===== src/core/fsp_pkg.sv =====
package fsp_pkg;
	localparam int unsigned FSP_ADDR_W      = 14;
	localparam int unsigned FSP_PAGE_W      = 6;
	localparam int unsigned FSP_STALLING_REGION_START  = 14'h3000;
	// boot size fuse selects 256/512/1024/2048 words of boot section
	localparam int unsigned FSP_BOOT_BASE_W = 8;
	localparam logic [31:0] FSP_CTRL_ADDR   = 32'h0000_0000;
	localparam logic [31:0] FSP_STAT_ADDR   = 32'h0000_0004;
	localparam logic [31:0] FSP_LOCK_ADDR   = 32'h0000_0008;
	localparam logic [31:0] FSP_FUSE_ADDR   = 32'h0000_000C;
	localparam int unsigned FSP_BUSY_BIT    = 6;
	localparam int unsigned FSP_REEN_BIT    = 4;
	localparam int unsigned FSP_WRT_BIT     = 2;
	localparam int unsigned FSP_ERS_BIT     = 1;
	localparam int unsigned FSP_LOAD_BIT    = 0;
	localparam logic [3:0]  FSP_LOCK_RST    = 4'hF;
	localparam logic [1:0]  FSP_FUSE_RST    = 2'h0;
	localparam int unsigned FSP_PROG_NS     = 4000;
	localparam int unsigned FSP_CLK_MHZ     = 50;
	localparam int unsigned FSP_PROG_CYC    =
		(FSP_PROG_NS * FSP_CLK_MHZ + 999) / 1000;
	typedef struct packed {
		logic                  valid;
		logic [FSP_ADDR_W-1:0] pc;
		logic [FSP_ADDR_W-1:0] zptr;
		logic                  erase;
		logic                  write;
		logic                  load;
	} fsp_store_s;
	typedef struct packed {
		logic                  valid;
		logic [FSP_ADDR_W-1:0] addr;
	} fsp_fetch_s;
	typedef enum logic [1:0] {
		FSP_IDLE,
		FSP_RUN_CONC,
		FSP_RUN_STALL
	} fsp_state_e;
endpackage : fsp_pkg


===== src/core/fsp_section_map.sv =====
`timescale 1ns/1ns
module fsp_section_map
	import fsp_pkg::*;
(
	input  wire logic [FSP_ADDR_W-1:0] addr,        // flash word address
	input  wire logic [1:0]            boot_size,   // boot size fuses
	output logic                       in_boot,     // in boot loader section
	output logic                       in_stall     // in stalling region
);
	logic [FSP_ADDR_W-1:0] boot_len;
	logic [FSP_ADDR_W-1:0] boot_start;
	always_comb begin
		boot_len   = FSP_ADDR_W'(1) << (FSP_BOOT_BASE_W + 32'(boot_size));
		boot_start = FSP_ADDR_W'(0) - boot_len;
		in_boot    = (addr >= boot_start);
		in_stall   = (addr >= FSP_ADDR_W'(FSP_STALLING_REGION_START));
	end
endmodule : fsp_section_map


===== src/core/fsp_ctrl.sv =====
// The register offsets and the APB interface to the registers were left to the implementer.
`timescale 1ns/1ns
// Behaviour
// - store instruction fetched from application section is ignored
// - programming starts only when store runs from boot loader section
// - boot loader store may target any page, boot section included
// - pointer region at issue selects concurrent read or stall
// - concurrent-region job keeps cpu running, stalling fetches served
// - stalling-region job halts cpu from start to completion
// - concurrent-region fetches invalid during any programming
// - boot loader section always lies inside stalling region
// - busy flag reads one while concurrent region blocked, save during stalling-region jobs
// - boot size fuses set application/boot boundary
// - two independent lock sets, one per section
// - application uses lock set 0, boot uses lock set 1
// - erase and write whole pages; fetches unaffected by paging
// - busy set on concurrent-region job start; region blocked
// - busy cleared by re-enable after completion or by page load
// - busy flag is bit 6, read only, resets zero
module fsp_ctrl
	import fsp_pkg::*;
#(
	parameter int unsigned PROG_CYC = FSP_PROG_CYC
) (
	input  wire logic                  pclk,      // system clock
	input  wire logic                  presetn,   // async reset, low
	input  wire logic                  ce,        // clock enable
	input  wire logic                  psel,      // apb select
	input  wire logic                  penable,   // apb enable
	input  wire logic                  pwrite,    // apb direction
	input  wire logic [31:0]           paddr,     // apb address
	input  wire logic [31:0]           pwdata,    // apb write data
	output logic      [31:0]           prdata,    // apb read data
	output logic                       pready,    // apb ready
	output logic                       pslverr,   // apb error
	input  wire fsp_pkg::fsp_store_s   store,     // store instruction
	input  wire fsp_pkg::fsp_fetch_s   fetch,     // code fetch / table read
	output logic                       fetch_ok,  // fetch data valid
	output logic                       cpu_stall, // halt processor
	output logic                       conc_blk,  // concurrent region block
	output logic                       flash_ers, // page erase strobe
	output logic                       flash_wrt, // page write strobe
	output logic [FSP_ADDR_W-1:0]      flash_pg   // page base address
);
	import fsp_pkg::*;

	fsp_state_e            st_r, st_nxt;
	logic [15:0]           cnt_r, cnt_nxt;
	logic                  busy_r, busy_nxt;
	logic                  done_r, done_nxt;
	logic [3:0]            lock_r, lock_nxt;
	logic [1:0]            fuse_r, fuse_nxt;
	logic [31:0]           prdata_nxt;
	logic                  pready_r, pready_nxt, pslverr_nxt;
	logic                  stall_nxt, blk_nxt, ok_nxt;
	logic                  ers_nxt, wrt_nxt;
	logic [FSP_ADDR_W-1:0] pg_nxt;
	logic                  stall_r, blk_r, ok_r, ers_r, wrt_r;
	logic [FSP_ADDR_W-1:0] pg_r;
	logic [31:0]           prdata_r;
	logic                  pslverr_r;
	logic                  pc_boot, z_boot, z_stall, f_stall;
	logic                  locked, go, acc, commit;

	fsp_section_map u_pc (
		.addr      (store.pc),
		.boot_size (fuse_r),
		.in_boot   (pc_boot),
		.in_stall  ()
	);
	fsp_section_map u_z (
		.addr      (store.zptr),
		.boot_size (fuse_r),
		.in_boot   (z_boot),
		.in_stall  (z_stall)
	);
	fsp_section_map u_f (
		.addr      (fetch.addr),
		.boot_size (fuse_r),
		.in_boot   (),
		.in_stall  (f_stall)
	);

	always_comb begin
		acc         = psel && penable && !pready_r;
		// writes land on the edge where the master sees pready high
		commit      = psel && penable && pwrite && pready_r;
		// lock bits are active low: a zero forbids stores into its section
		locked      = z_boot ? !lock_r[2] : !lock_r[0];
		go          = store.valid && (store.erase || store.write)
			&& pc_boot && !locked && (st_r == FSP_IDLE);
		st_nxt      = st_r;
		cnt_nxt     = cnt_r;
		busy_nxt    = busy_r;
		done_nxt    = done_r;
		lock_nxt    = lock_r;
		fuse_nxt    = fuse_r;
		ers_nxt     = 1'b0;
		wrt_nxt     = 1'b0;
		pg_nxt      = pg_r;
		prdata_nxt  = prdata_r;
		pready_nxt  = acc;
		pslverr_nxt = 1'b0;
		case (st_r)
			FSP_IDLE: begin
				if (go) begin
					ers_nxt = store.erase;
					wrt_nxt = store.write && !store.erase;
					pg_nxt  = {store.zptr[FSP_ADDR_W-1:FSP_PAGE_W],
						FSP_PAGE_W'(0)};
					cnt_nxt = 16'(PROG_CYC);
					done_nxt = 1'b0;
					if (z_stall) begin
						st_nxt = FSP_RUN_STALL;
					end else begin
						st_nxt   = FSP_RUN_CONC;
						busy_nxt = 1'b1;
					end
				end else if (store.valid && store.load && pc_boot) begin
					busy_nxt = 1'b0;
				end
			end
			FSP_RUN_CONC, FSP_RUN_STALL: begin
				cnt_nxt = cnt_r - 16'h0001;
				if (cnt_r == 16'h0001) begin
					st_nxt   = FSP_IDLE;
					done_nxt = 1'b1;
				end
			end
			default: st_nxt = FSP_IDLE;
		endcase
		if (acc) begin
			case (paddr)
				FSP_CTRL_ADDR: begin
					prdata_nxt = 32'h0;
				end
				FSP_STAT_ADDR: begin
					prdata_nxt = 32'(busy_r) << FSP_BUSY_BIT;
					prdata_nxt[0] = (st_r != FSP_IDLE);
				end
				FSP_LOCK_ADDR: begin
					prdata_nxt = {28'h0, lock_r};
				end
				FSP_FUSE_ADDR: begin
					prdata_nxt = {30'h0, fuse_r};
				end
				default: begin
					prdata_nxt  = 32'h0;
					pslverr_nxt = 1'b1;
				end
			endcase
		end
		if (commit) begin
			case (paddr)
				FSP_CTRL_ADDR: begin
					// a job starting now keeps the flag: set wins
					if (pwdata[FSP_REEN_BIT] && done_r
						&& st_nxt == FSP_IDLE && !go) begin
						busy_nxt = 1'b0;
					end
				end
				FSP_LOCK_ADDR: begin
					// bits only program to zero; erase is outside this block
					lock_nxt = lock_r & pwdata[3:0];
				end
				FSP_FUSE_ADDR: begin
					if (st_r == FSP_IDLE) begin
						fuse_nxt = pwdata[1:0];
					end
				end
				default: begin
					lock_nxt = lock_nxt;
				end
			endcase
		end
		stall_nxt = (st_nxt == FSP_RUN_STALL);
		blk_nxt   = busy_nxt || (st_nxt != FSP_IDLE);
		// fetches of the stalling region stay live under concurrent jobs
		ok_nxt    = fetch.valid && (f_stall ? (st_nxt != FSP_RUN_STALL)
			: !blk_nxt);
	end

	always_ff @(posedge pclk or negedge presetn) begin
		if (!presetn) begin
			st_r      <= FSP_IDLE;
			cnt_r     <= 16'h0;
			busy_r    <= 1'b0;
			done_r    <= 1'b0;
			lock_r    <= FSP_LOCK_RST;
			fuse_r    <= FSP_FUSE_RST;
			prdata_r  <= 32'h0;
			pready_r  <= 1'b0;
			pslverr_r <= 1'b0;
			stall_r   <= 1'b0;
			blk_r     <= 1'b0;
			ok_r      <= 1'b0;
			ers_r     <= 1'b0;
			wrt_r     <= 1'b0;
			pg_r      <= '0;
		end else if (ce) begin
			st_r      <= st_nxt;
			cnt_r     <= cnt_nxt;
			busy_r    <= busy_nxt;
			done_r    <= done_nxt;
			lock_r    <= lock_nxt;
			fuse_r    <= fuse_nxt;
			prdata_r  <= prdata_nxt;
			pready_r  <= pready_nxt;
			pslverr_r <= pslverr_nxt;
			stall_r   <= stall_nxt;
			blk_r     <= blk_nxt;
			ok_r      <= ok_nxt;
			ers_r     <= ers_nxt;
			wrt_r     <= wrt_nxt;
			pg_r      <= pg_nxt;
		end
	end

	assign prdata    = prdata_r;
	assign pready    = pready_r;
	assign pslverr   = pslverr_r;
	assign cpu_stall = stall_r;
	assign conc_blk  = blk_r;
	assign fetch_ok  = ok_r;
	assign flash_ers = ers_r;
	assign flash_wrt = wrt_r;
	assign flash_pg  = pg_r;
endmodule : fsp_ctrl


===== config.mk =====
export PLATFORM = sky130hd
export DESIGN_NAME = fsp_ctrl
export DESIGN_NICKNAME = d
export VERILOG_FILES = /design/src/core/fsp_pkg.sv /design/src/core/fsp_section_map.sv /design/src/core/fsp_ctrl.sv
export SDC_FILE = /design/constraint.sdc
export NUM_CORES = 1
export LEC_CHECK = 0
export ABC_CLOCK_PERIOD_IN_PS = 2670
export BUFFER_PORTS_ARGS = -buffer_cell sky130_fd_sc_hd__buf_2
export CORE_ASPECT_RATIO = 1.25
export CORE_MARGIN = 4
export CORE_UTILIZATION = 40
export CTS_CLUSTER_DIAMETER = 100
export DETAILED_ROUTE_END_ITERATION = 8
export GPL_ROUTABILITY_DRIVEN = 0
export PLACE_DENSITY_LB_ADDON = 0.05
export SYNTH_ARGS = -nofsm -noshare
export SYNTH_HDL_FRONTEND = slang
export SYNTH_SLANG_ARGS = --single-unit
export TNS_END_PERCENT = 1

===== constraint.sdc =====
create_clock -name pclk -period 2.67 [get_ports pclk]
set_input_delay 0.534 -clock pclk [delete_from_list [all_inputs] [get_ports pclk]]
set_output_delay 0.534 -clock pclk [all_outputs]
set_load 0.1 [all_outputs]

==> results.cfg, run 1 <==
[status]
status = finished, violations left
violations = setup timing

[synthesis]
synth-xor-area-share_pct = 2.970
ys_seq_elements = 46
ys.flop_type = dfrtp_1
syn_area_um2 = 2949
synth_edf_count = 0
synth.distinct_cells = 53
yosysSeqAreaShare_pct = 39.20
synthSimpleGateAreaFrac_pct = 17.39
syn_avg_cell_area_um2 = 9.483
synth_top_area_cell = dfrtp_1
synthCells = 311
synth_top_family_by_area = compound AO/OA/AOI/OAI gates
synth_area_leaders = dfrtp_1 (36%), buf_4 (8.4%), ha_1 (6.4%), mux2_2 (4.2%), o21ai_0 (3.7%)
yosysTopAreaCellShare_pct = 35.64
yosys_warnings = 0
synth_compound_area_share_pct = 18.12
synth_fa_ha_area_share_pct = 6.364
synth.mux.area_fraction_pct = 4.540
async_flop_share_pct = 100.0

[sta]
finalClockSkew_ns = 0.01437
finalCritPeriodShare_pct = 112.3
fin_crit_ns = 2.999
tns_ns = -7.177
fin_ws_ns = -0.3285
slew_viol_final = 0
slew_headroom_pct = 40.85
setup_violations = 33
whs_ns = 0.2594
worstMarginPinSlew_ns = 0.8854
timing.fmax_mhz = 333.5
finalHoldViolCount = 0
rsz0062_at_grt = true

[layout]
final_net_count = 557
layout_common_cells = buf_2 (84), dfrtp_1 (42), conb_1 (37), buf_4 (22)
post-route-util_pct = 54.34
stdcell_area_um2 = 3837
final_common_cell = buf_2
syn_to_final_growth_pct = 30.12
drive_above_1_share_pct = 37.32
n_antenna_cell = 0

[setup_path]
required_ns = 2.86
crit_path_max_fanout = 4
rr_startpoint = fuse_r[1]$_DFFE_PN0P_
r2r_slack_ns = -0.33
startpoint_type = flip-flop
crit_type = flip-flop to flip-flop
critPathLaunch = fuse_r[1]$_DFFE_PN0P_
arrival_ns = 3.19
cp-end-kind = flip-flop

[placement]
port_buffers = 83
place_area_um2 = 3560
hpwl_um = 5780

[clock_tree]
tritoncts = yes
clock_latency_ns = 0.30
numClockSinks = 46
h-tree-depth = 2
cts_buffers = 5
cts_root_buffer = clkbuf_8
cts_buffer_depth = 2
clk_pin_slew_ns = 0.09

[die]
dieArea_um2 = 8819
core_um2 = 7062
io_pins = 170
rows = 34
initial_core_util_pct = 41.76
die_h_um = 104
die_x_um = 84.80

[pwr]
swShare_pct = 40.87
p_comb_share_pct = 35.4
p_int_mw = 1.266
switching_power_mw = 0.8752
max-vdd-ir-drop_mv = 0.2831
sequentialPowerShare_pct = 40.1
power_density_nw_per_um2 = 558.0
p_total_mw = 2.141
p_leak_nw = 1.873
p_clk_share_pct = 24.6

[global_route]
antenna_found_initial = 0
grt_pass1_wl_um = 12050
grt_pass1_vias = 2470
met2_usage_pct = 29.73
grt_max_degree = 29
met3_usage_pct = 3.090
grt_use_total_pct = 16.76
busiest_layer = met2
grt_util_met1_pct = 20.72
grt_overflow_total = 0

[route]
final_antenna_net_count = 0
detail_route.wl_per_cell_um = 14.45
drcViolationCount = 0
initialDrtViolationCount = 87
vias = 2584
firstDrtPassIters = 4
drt-total-wl_um = 7455
avgViaCountPerCell = 5.008

[flow_run]
max_cap_violations = 0

[worst_hold_path]
hp-class = input pin to asynchronous set/reset pin
==> path summary, 6_finish.rpt <==
kind,to,depth (start not counted)
max in group asynchronous,flash_pg[6]$_DFFE_PN0P_,2
max,fetch_ok$_DFFE_PN0P_,12
max reg2reg,fetch_ok$_DFFE_PN0P_,12
min in group pclk,lock_r[3]$_DFFE_PN1P_,2
min,cnt_r[5]$_DFFE_PN0P_,1
min reg2reg,lock_r[3]$_DFFE_PN1P_,1
==> cell families (layout without fill, tap and decap cells) <==
family | Yosys count | after routing
and+or+nand+nor | 96 | 96
buffers and inverters | 55 | 134
xor gates and xnor gates | 10 | 10
other | 1 | 37
muxes | 12 | 12
DFF | 46 | 46
adders and majority gates | 15 | 15
AOI/OAI and AO/OA | 76 | 76
==> critical path, stage by stage (launching register included) <==
cell       delay [ns]
dfrtp_1          0.42
or2_4            0.28
ha_4             0.27
inv_4            0.03
ha_4             0.24
o211ai_1         0.09
or2_4            0.24
a211o_1          0.29
and2_4           0.17
a2111oi_4        0.33
o21ai_2          0.09
buf_4            0.14
a221o_1          0.29
==> through the flow <==
stage          setup WS, ns  cells
4_1_cts             -0.3486    512
6_report            -0.3285    516
5_1_grt             -0.4381    516
3_3_place_gp        -0.3430    502
3_5_place_dp        -0.3760    502
2_1_floorplan       -0.1296    347
==> area by class of cell <==
cell class / instances / area (um^2)
clock buffers: 6 / 72.57
clock inverters: 2 / 37.54
fillers: 692 / 3224
inverters: 13 / 51.30
multi-input cells: 246 / 1722
flip-flops and latches: 46 / 1156
well taps: 90 / 112.6
repair buffers: 113 / 685.7
==> Yosys cell counts, drive strengths merged (4+ instances only) <==
cell type   n
and2        8
or2         4
nor2       20
a21oi      11
o211ai      5
clkbuf      7
o2111ai     5
xor2       10
nor4       12
inv        13
nand4b      4
a211o       4
nand4       5
dfrtp      42
o21ai      23
dfstp       4
nor3        8
buf        35
mux2       11
ha         15
o21a       11
nand2      21
==> metal layers <==
layer,wire (um),part of all wire [%]
met1,3126,42
met2,3912,52
met3,331,4.4
met4,85,1.1
met5,0,0
==> flip-flops by register name, summed over array words and instances, names as in the netlist, 2 cells and up <==
signal / cells
flash_pg: 8
prdata: 5
lock_r: 4
st_r: 2
fuse_r: 2
cnt_r: 16
==> timing repair <==
| item | in CTS | in global routing |
|---|---|---|
| resized for setup | 16 | 16 |
| hold buffers | 0 | 0 |
| pin swaps | 10 | 7 |
| setup endpoints to repair | 33 | 33 |
| cloned | 0 | 1 |
| setup buffers | 2 | 3 |
==> power by group through the flow <==
stage,combinational (mW),sequential [mW],clock (mW)
2_1_floorplan,0.512,0.940,0
3_3_place_gp,0.723,0.864,0
3_5_place_dp,0.727,0.868,0
4_1_cts,0.740,0.854,0.541
5_1_grt,0.820,0.870,0.570
6_report,0.757,0.858,0.526
Note: power is estimated with default switching activity, not from simulation.
==> inputs of run 2 (changes only) <==
Settings changed: CORE_ASPECT_RATIO 1.25 to 2.
==> run 2 against run 1 <==
The run still ends with setup timing left; cell area is 0.68% higher; maximum frequency is 2.5% higher; global-route usage is 1.0 points higher; highest routed layer unchanged.
==> results.cfg, run 2 (synthesis results as in run 1) <==
[route]
final_antenna_net_count = 0
detail_route.wl_per_cell_um = 15.03
firstDrtPassIters = 4
avgViaCountPerCell = 5.039
drcViolationCount = 0
vias = 2590
drt-total-wl_um = 7727
initialDrtViolationCount = 87

[layout]
n_antenna_cell = 0
layout_common_cells = buf_2 (83), dfrtp_1 (42), conb_1 (37), nand2_1 (20), buf_4 (20)
finalNonFillerCells = 514
largest_reg_flops = 16
largest_register = cnt_r
final_common_cell = buf_2
final_net_count = 553
syn_to_final_growth_pct = 31.01
stdcell_area_um2 = 3864
drive_above_1_share_pct = 37.44

[sta]
worstMarginPinSlew_ns = 0.8933
finalClockSkew_ns = 0.009104
slew_viol_final = 0
whs_ns = 0.2246
finalHoldViolCount = 0
timing.fmax_mhz = 341.7
rsz0062_at_grt = true
tns_ns = -4.175
slew_headroom_pct = 40.32
finalCritPeriodShare_pct = 109.6
fin_ws_ns = -0.2562
fin_crit_ns = 2.926
setup_violations = 28

[placement]
hpwl_um = 6107
place_area_um2 = 3555
port_buffers = 83
pre_cts_ws_ns = -0.2891
dp.cells = 503

[global_route]
grt_overflow_total = 0
grt_pass1_wl_um = 11740
antenna_found_initial = 0
grt_pass1_vias = 2552
grt_use_total_pct = 17.78
grt_max_degree = 25

[status]
violations = setup timing
status = finished, violations left

[pwr]
p_leak_nw = 1.888
max-vdd-ir-drop_mv = 0.5521
power_density_nw_per_um2 = 604.5

[setup_path]
cp-end-kind = flip-flop
crit_type = flip-flop to flip-flop
arrival_ns = 3.11
required_ns = 2.85
ff2ff_path_depth = 13
startpoint_type = flip-flop
crit_path_max_fanout = 4

[clock_tree]
clock_latency_ns = 0.30
cts_root_buffer = clkbuf_16
clk_pin_slew_ns = 0.07
cts_buffer_depth = 2
cts_buffers = 5
h-tree-depth = 2
numClockSinks = 46
tritoncts = yes
cts_hold_buf = 0

[die]
initial_core_util_pct = 40.89
rows = 44
io_pins = 170
dieArea_um2 = 8894
die_h_um = 129.4
die_x_um = 68.72
core_um2 = 7212

[worst_hold_path]
hp-class = input pin to asynchronous set/reset pin

[flow_run]
max_cap_violations = 0
-- run 2: layer usage --
metal,track usage (%),wire [um],up-vias
met4,9.310,272,0
met2,33.01,4520,70
met1,17.55,2589,1224
met5,0,0,-
li1,-,-,1279
met3,3.556,344,17
-- run 2: worst paths after layout --
path / start / end / slack (ns)
max in group asynchronous: presetn / cnt_r[0]$_DFFE_PN0P_ / 1.92
hold / removal: presetn / fetch_ok$_DFFE_PN0P_ / 0.22
hold reg to reg: lock_r[1]$_DFFE_PN1P_ / lock_r[1]$_DFFE_PN1P_ / 0.46
setup reg to reg: fuse_r[1]$_DFFE_PN0P_ / fetch_ok$_DFFE_PN0P_ / -0.26
min in group pclk: pwdata[3] / lock_r[3]$_DFFE_PN1P_ / 0.45
setup / recovery: fuse_r[1]$_DFFE_PN0P_ / fetch_ok$_DFFE_PN0P_ / -0.26
-- run 2: layout make-up --
class,count,area (um^2)
multi-input combinational,246,1724
clock buffer,5,125.1
timing repair buffer,109,650.6
tap,92,115.1
inverter,13,48.80
clock inverter,3,43.79
fill,710,3348
sequential,46,1156
-- run 2: report_power, final --
group / leakage, nW / total (mW) / internal, mW / switching (mW)
sequential: 0.601 / 0.855 / 0.770 / 0.0849
clock: 0.0842 / 0.720 / 0.443 / 0.276
combinational: 1.20 / 0.761 / 0.215 / 0.546
total: 1.89 / 2.34 / 1.43 / 0.907
-- run 2: critical path, stage by stage, from the launching register on --
cell and delay, ns:
dfrtp_1 0.41, or2_4 0.26, ha_4 0.27, inv_2 0.04
ha_4 0.24, o211ai_1 0.10, or2_4 0.24, a211o_1 0.31
a21oi_4 0.17, buf_4 0.13, buf_6 0.09, nand4b_1 0.16
a311oi_2 0.12, a221o_1 0.27
-- run 2: repair_timing --
action / 4_1_cts / 5_1_grt
buffers inserted: 3 / 0
hold endpoints to repair: 0 / 0
pin swaps: 21 / 10
endpoints found under the setup margin: 33 / 33
gates resized for setup: 15 / 22
-- run 2: metrics by stage --
stage / power (mW) / utilization (%)
after floorplan: 1.452 / -
after global placement: 1.581 / 49.29
after detailed placement: 1.596 / 49.29
after CTS: 2.339 / 52.67
after global routing: 2.459 / 53.57
final: 2.336 / 53.57
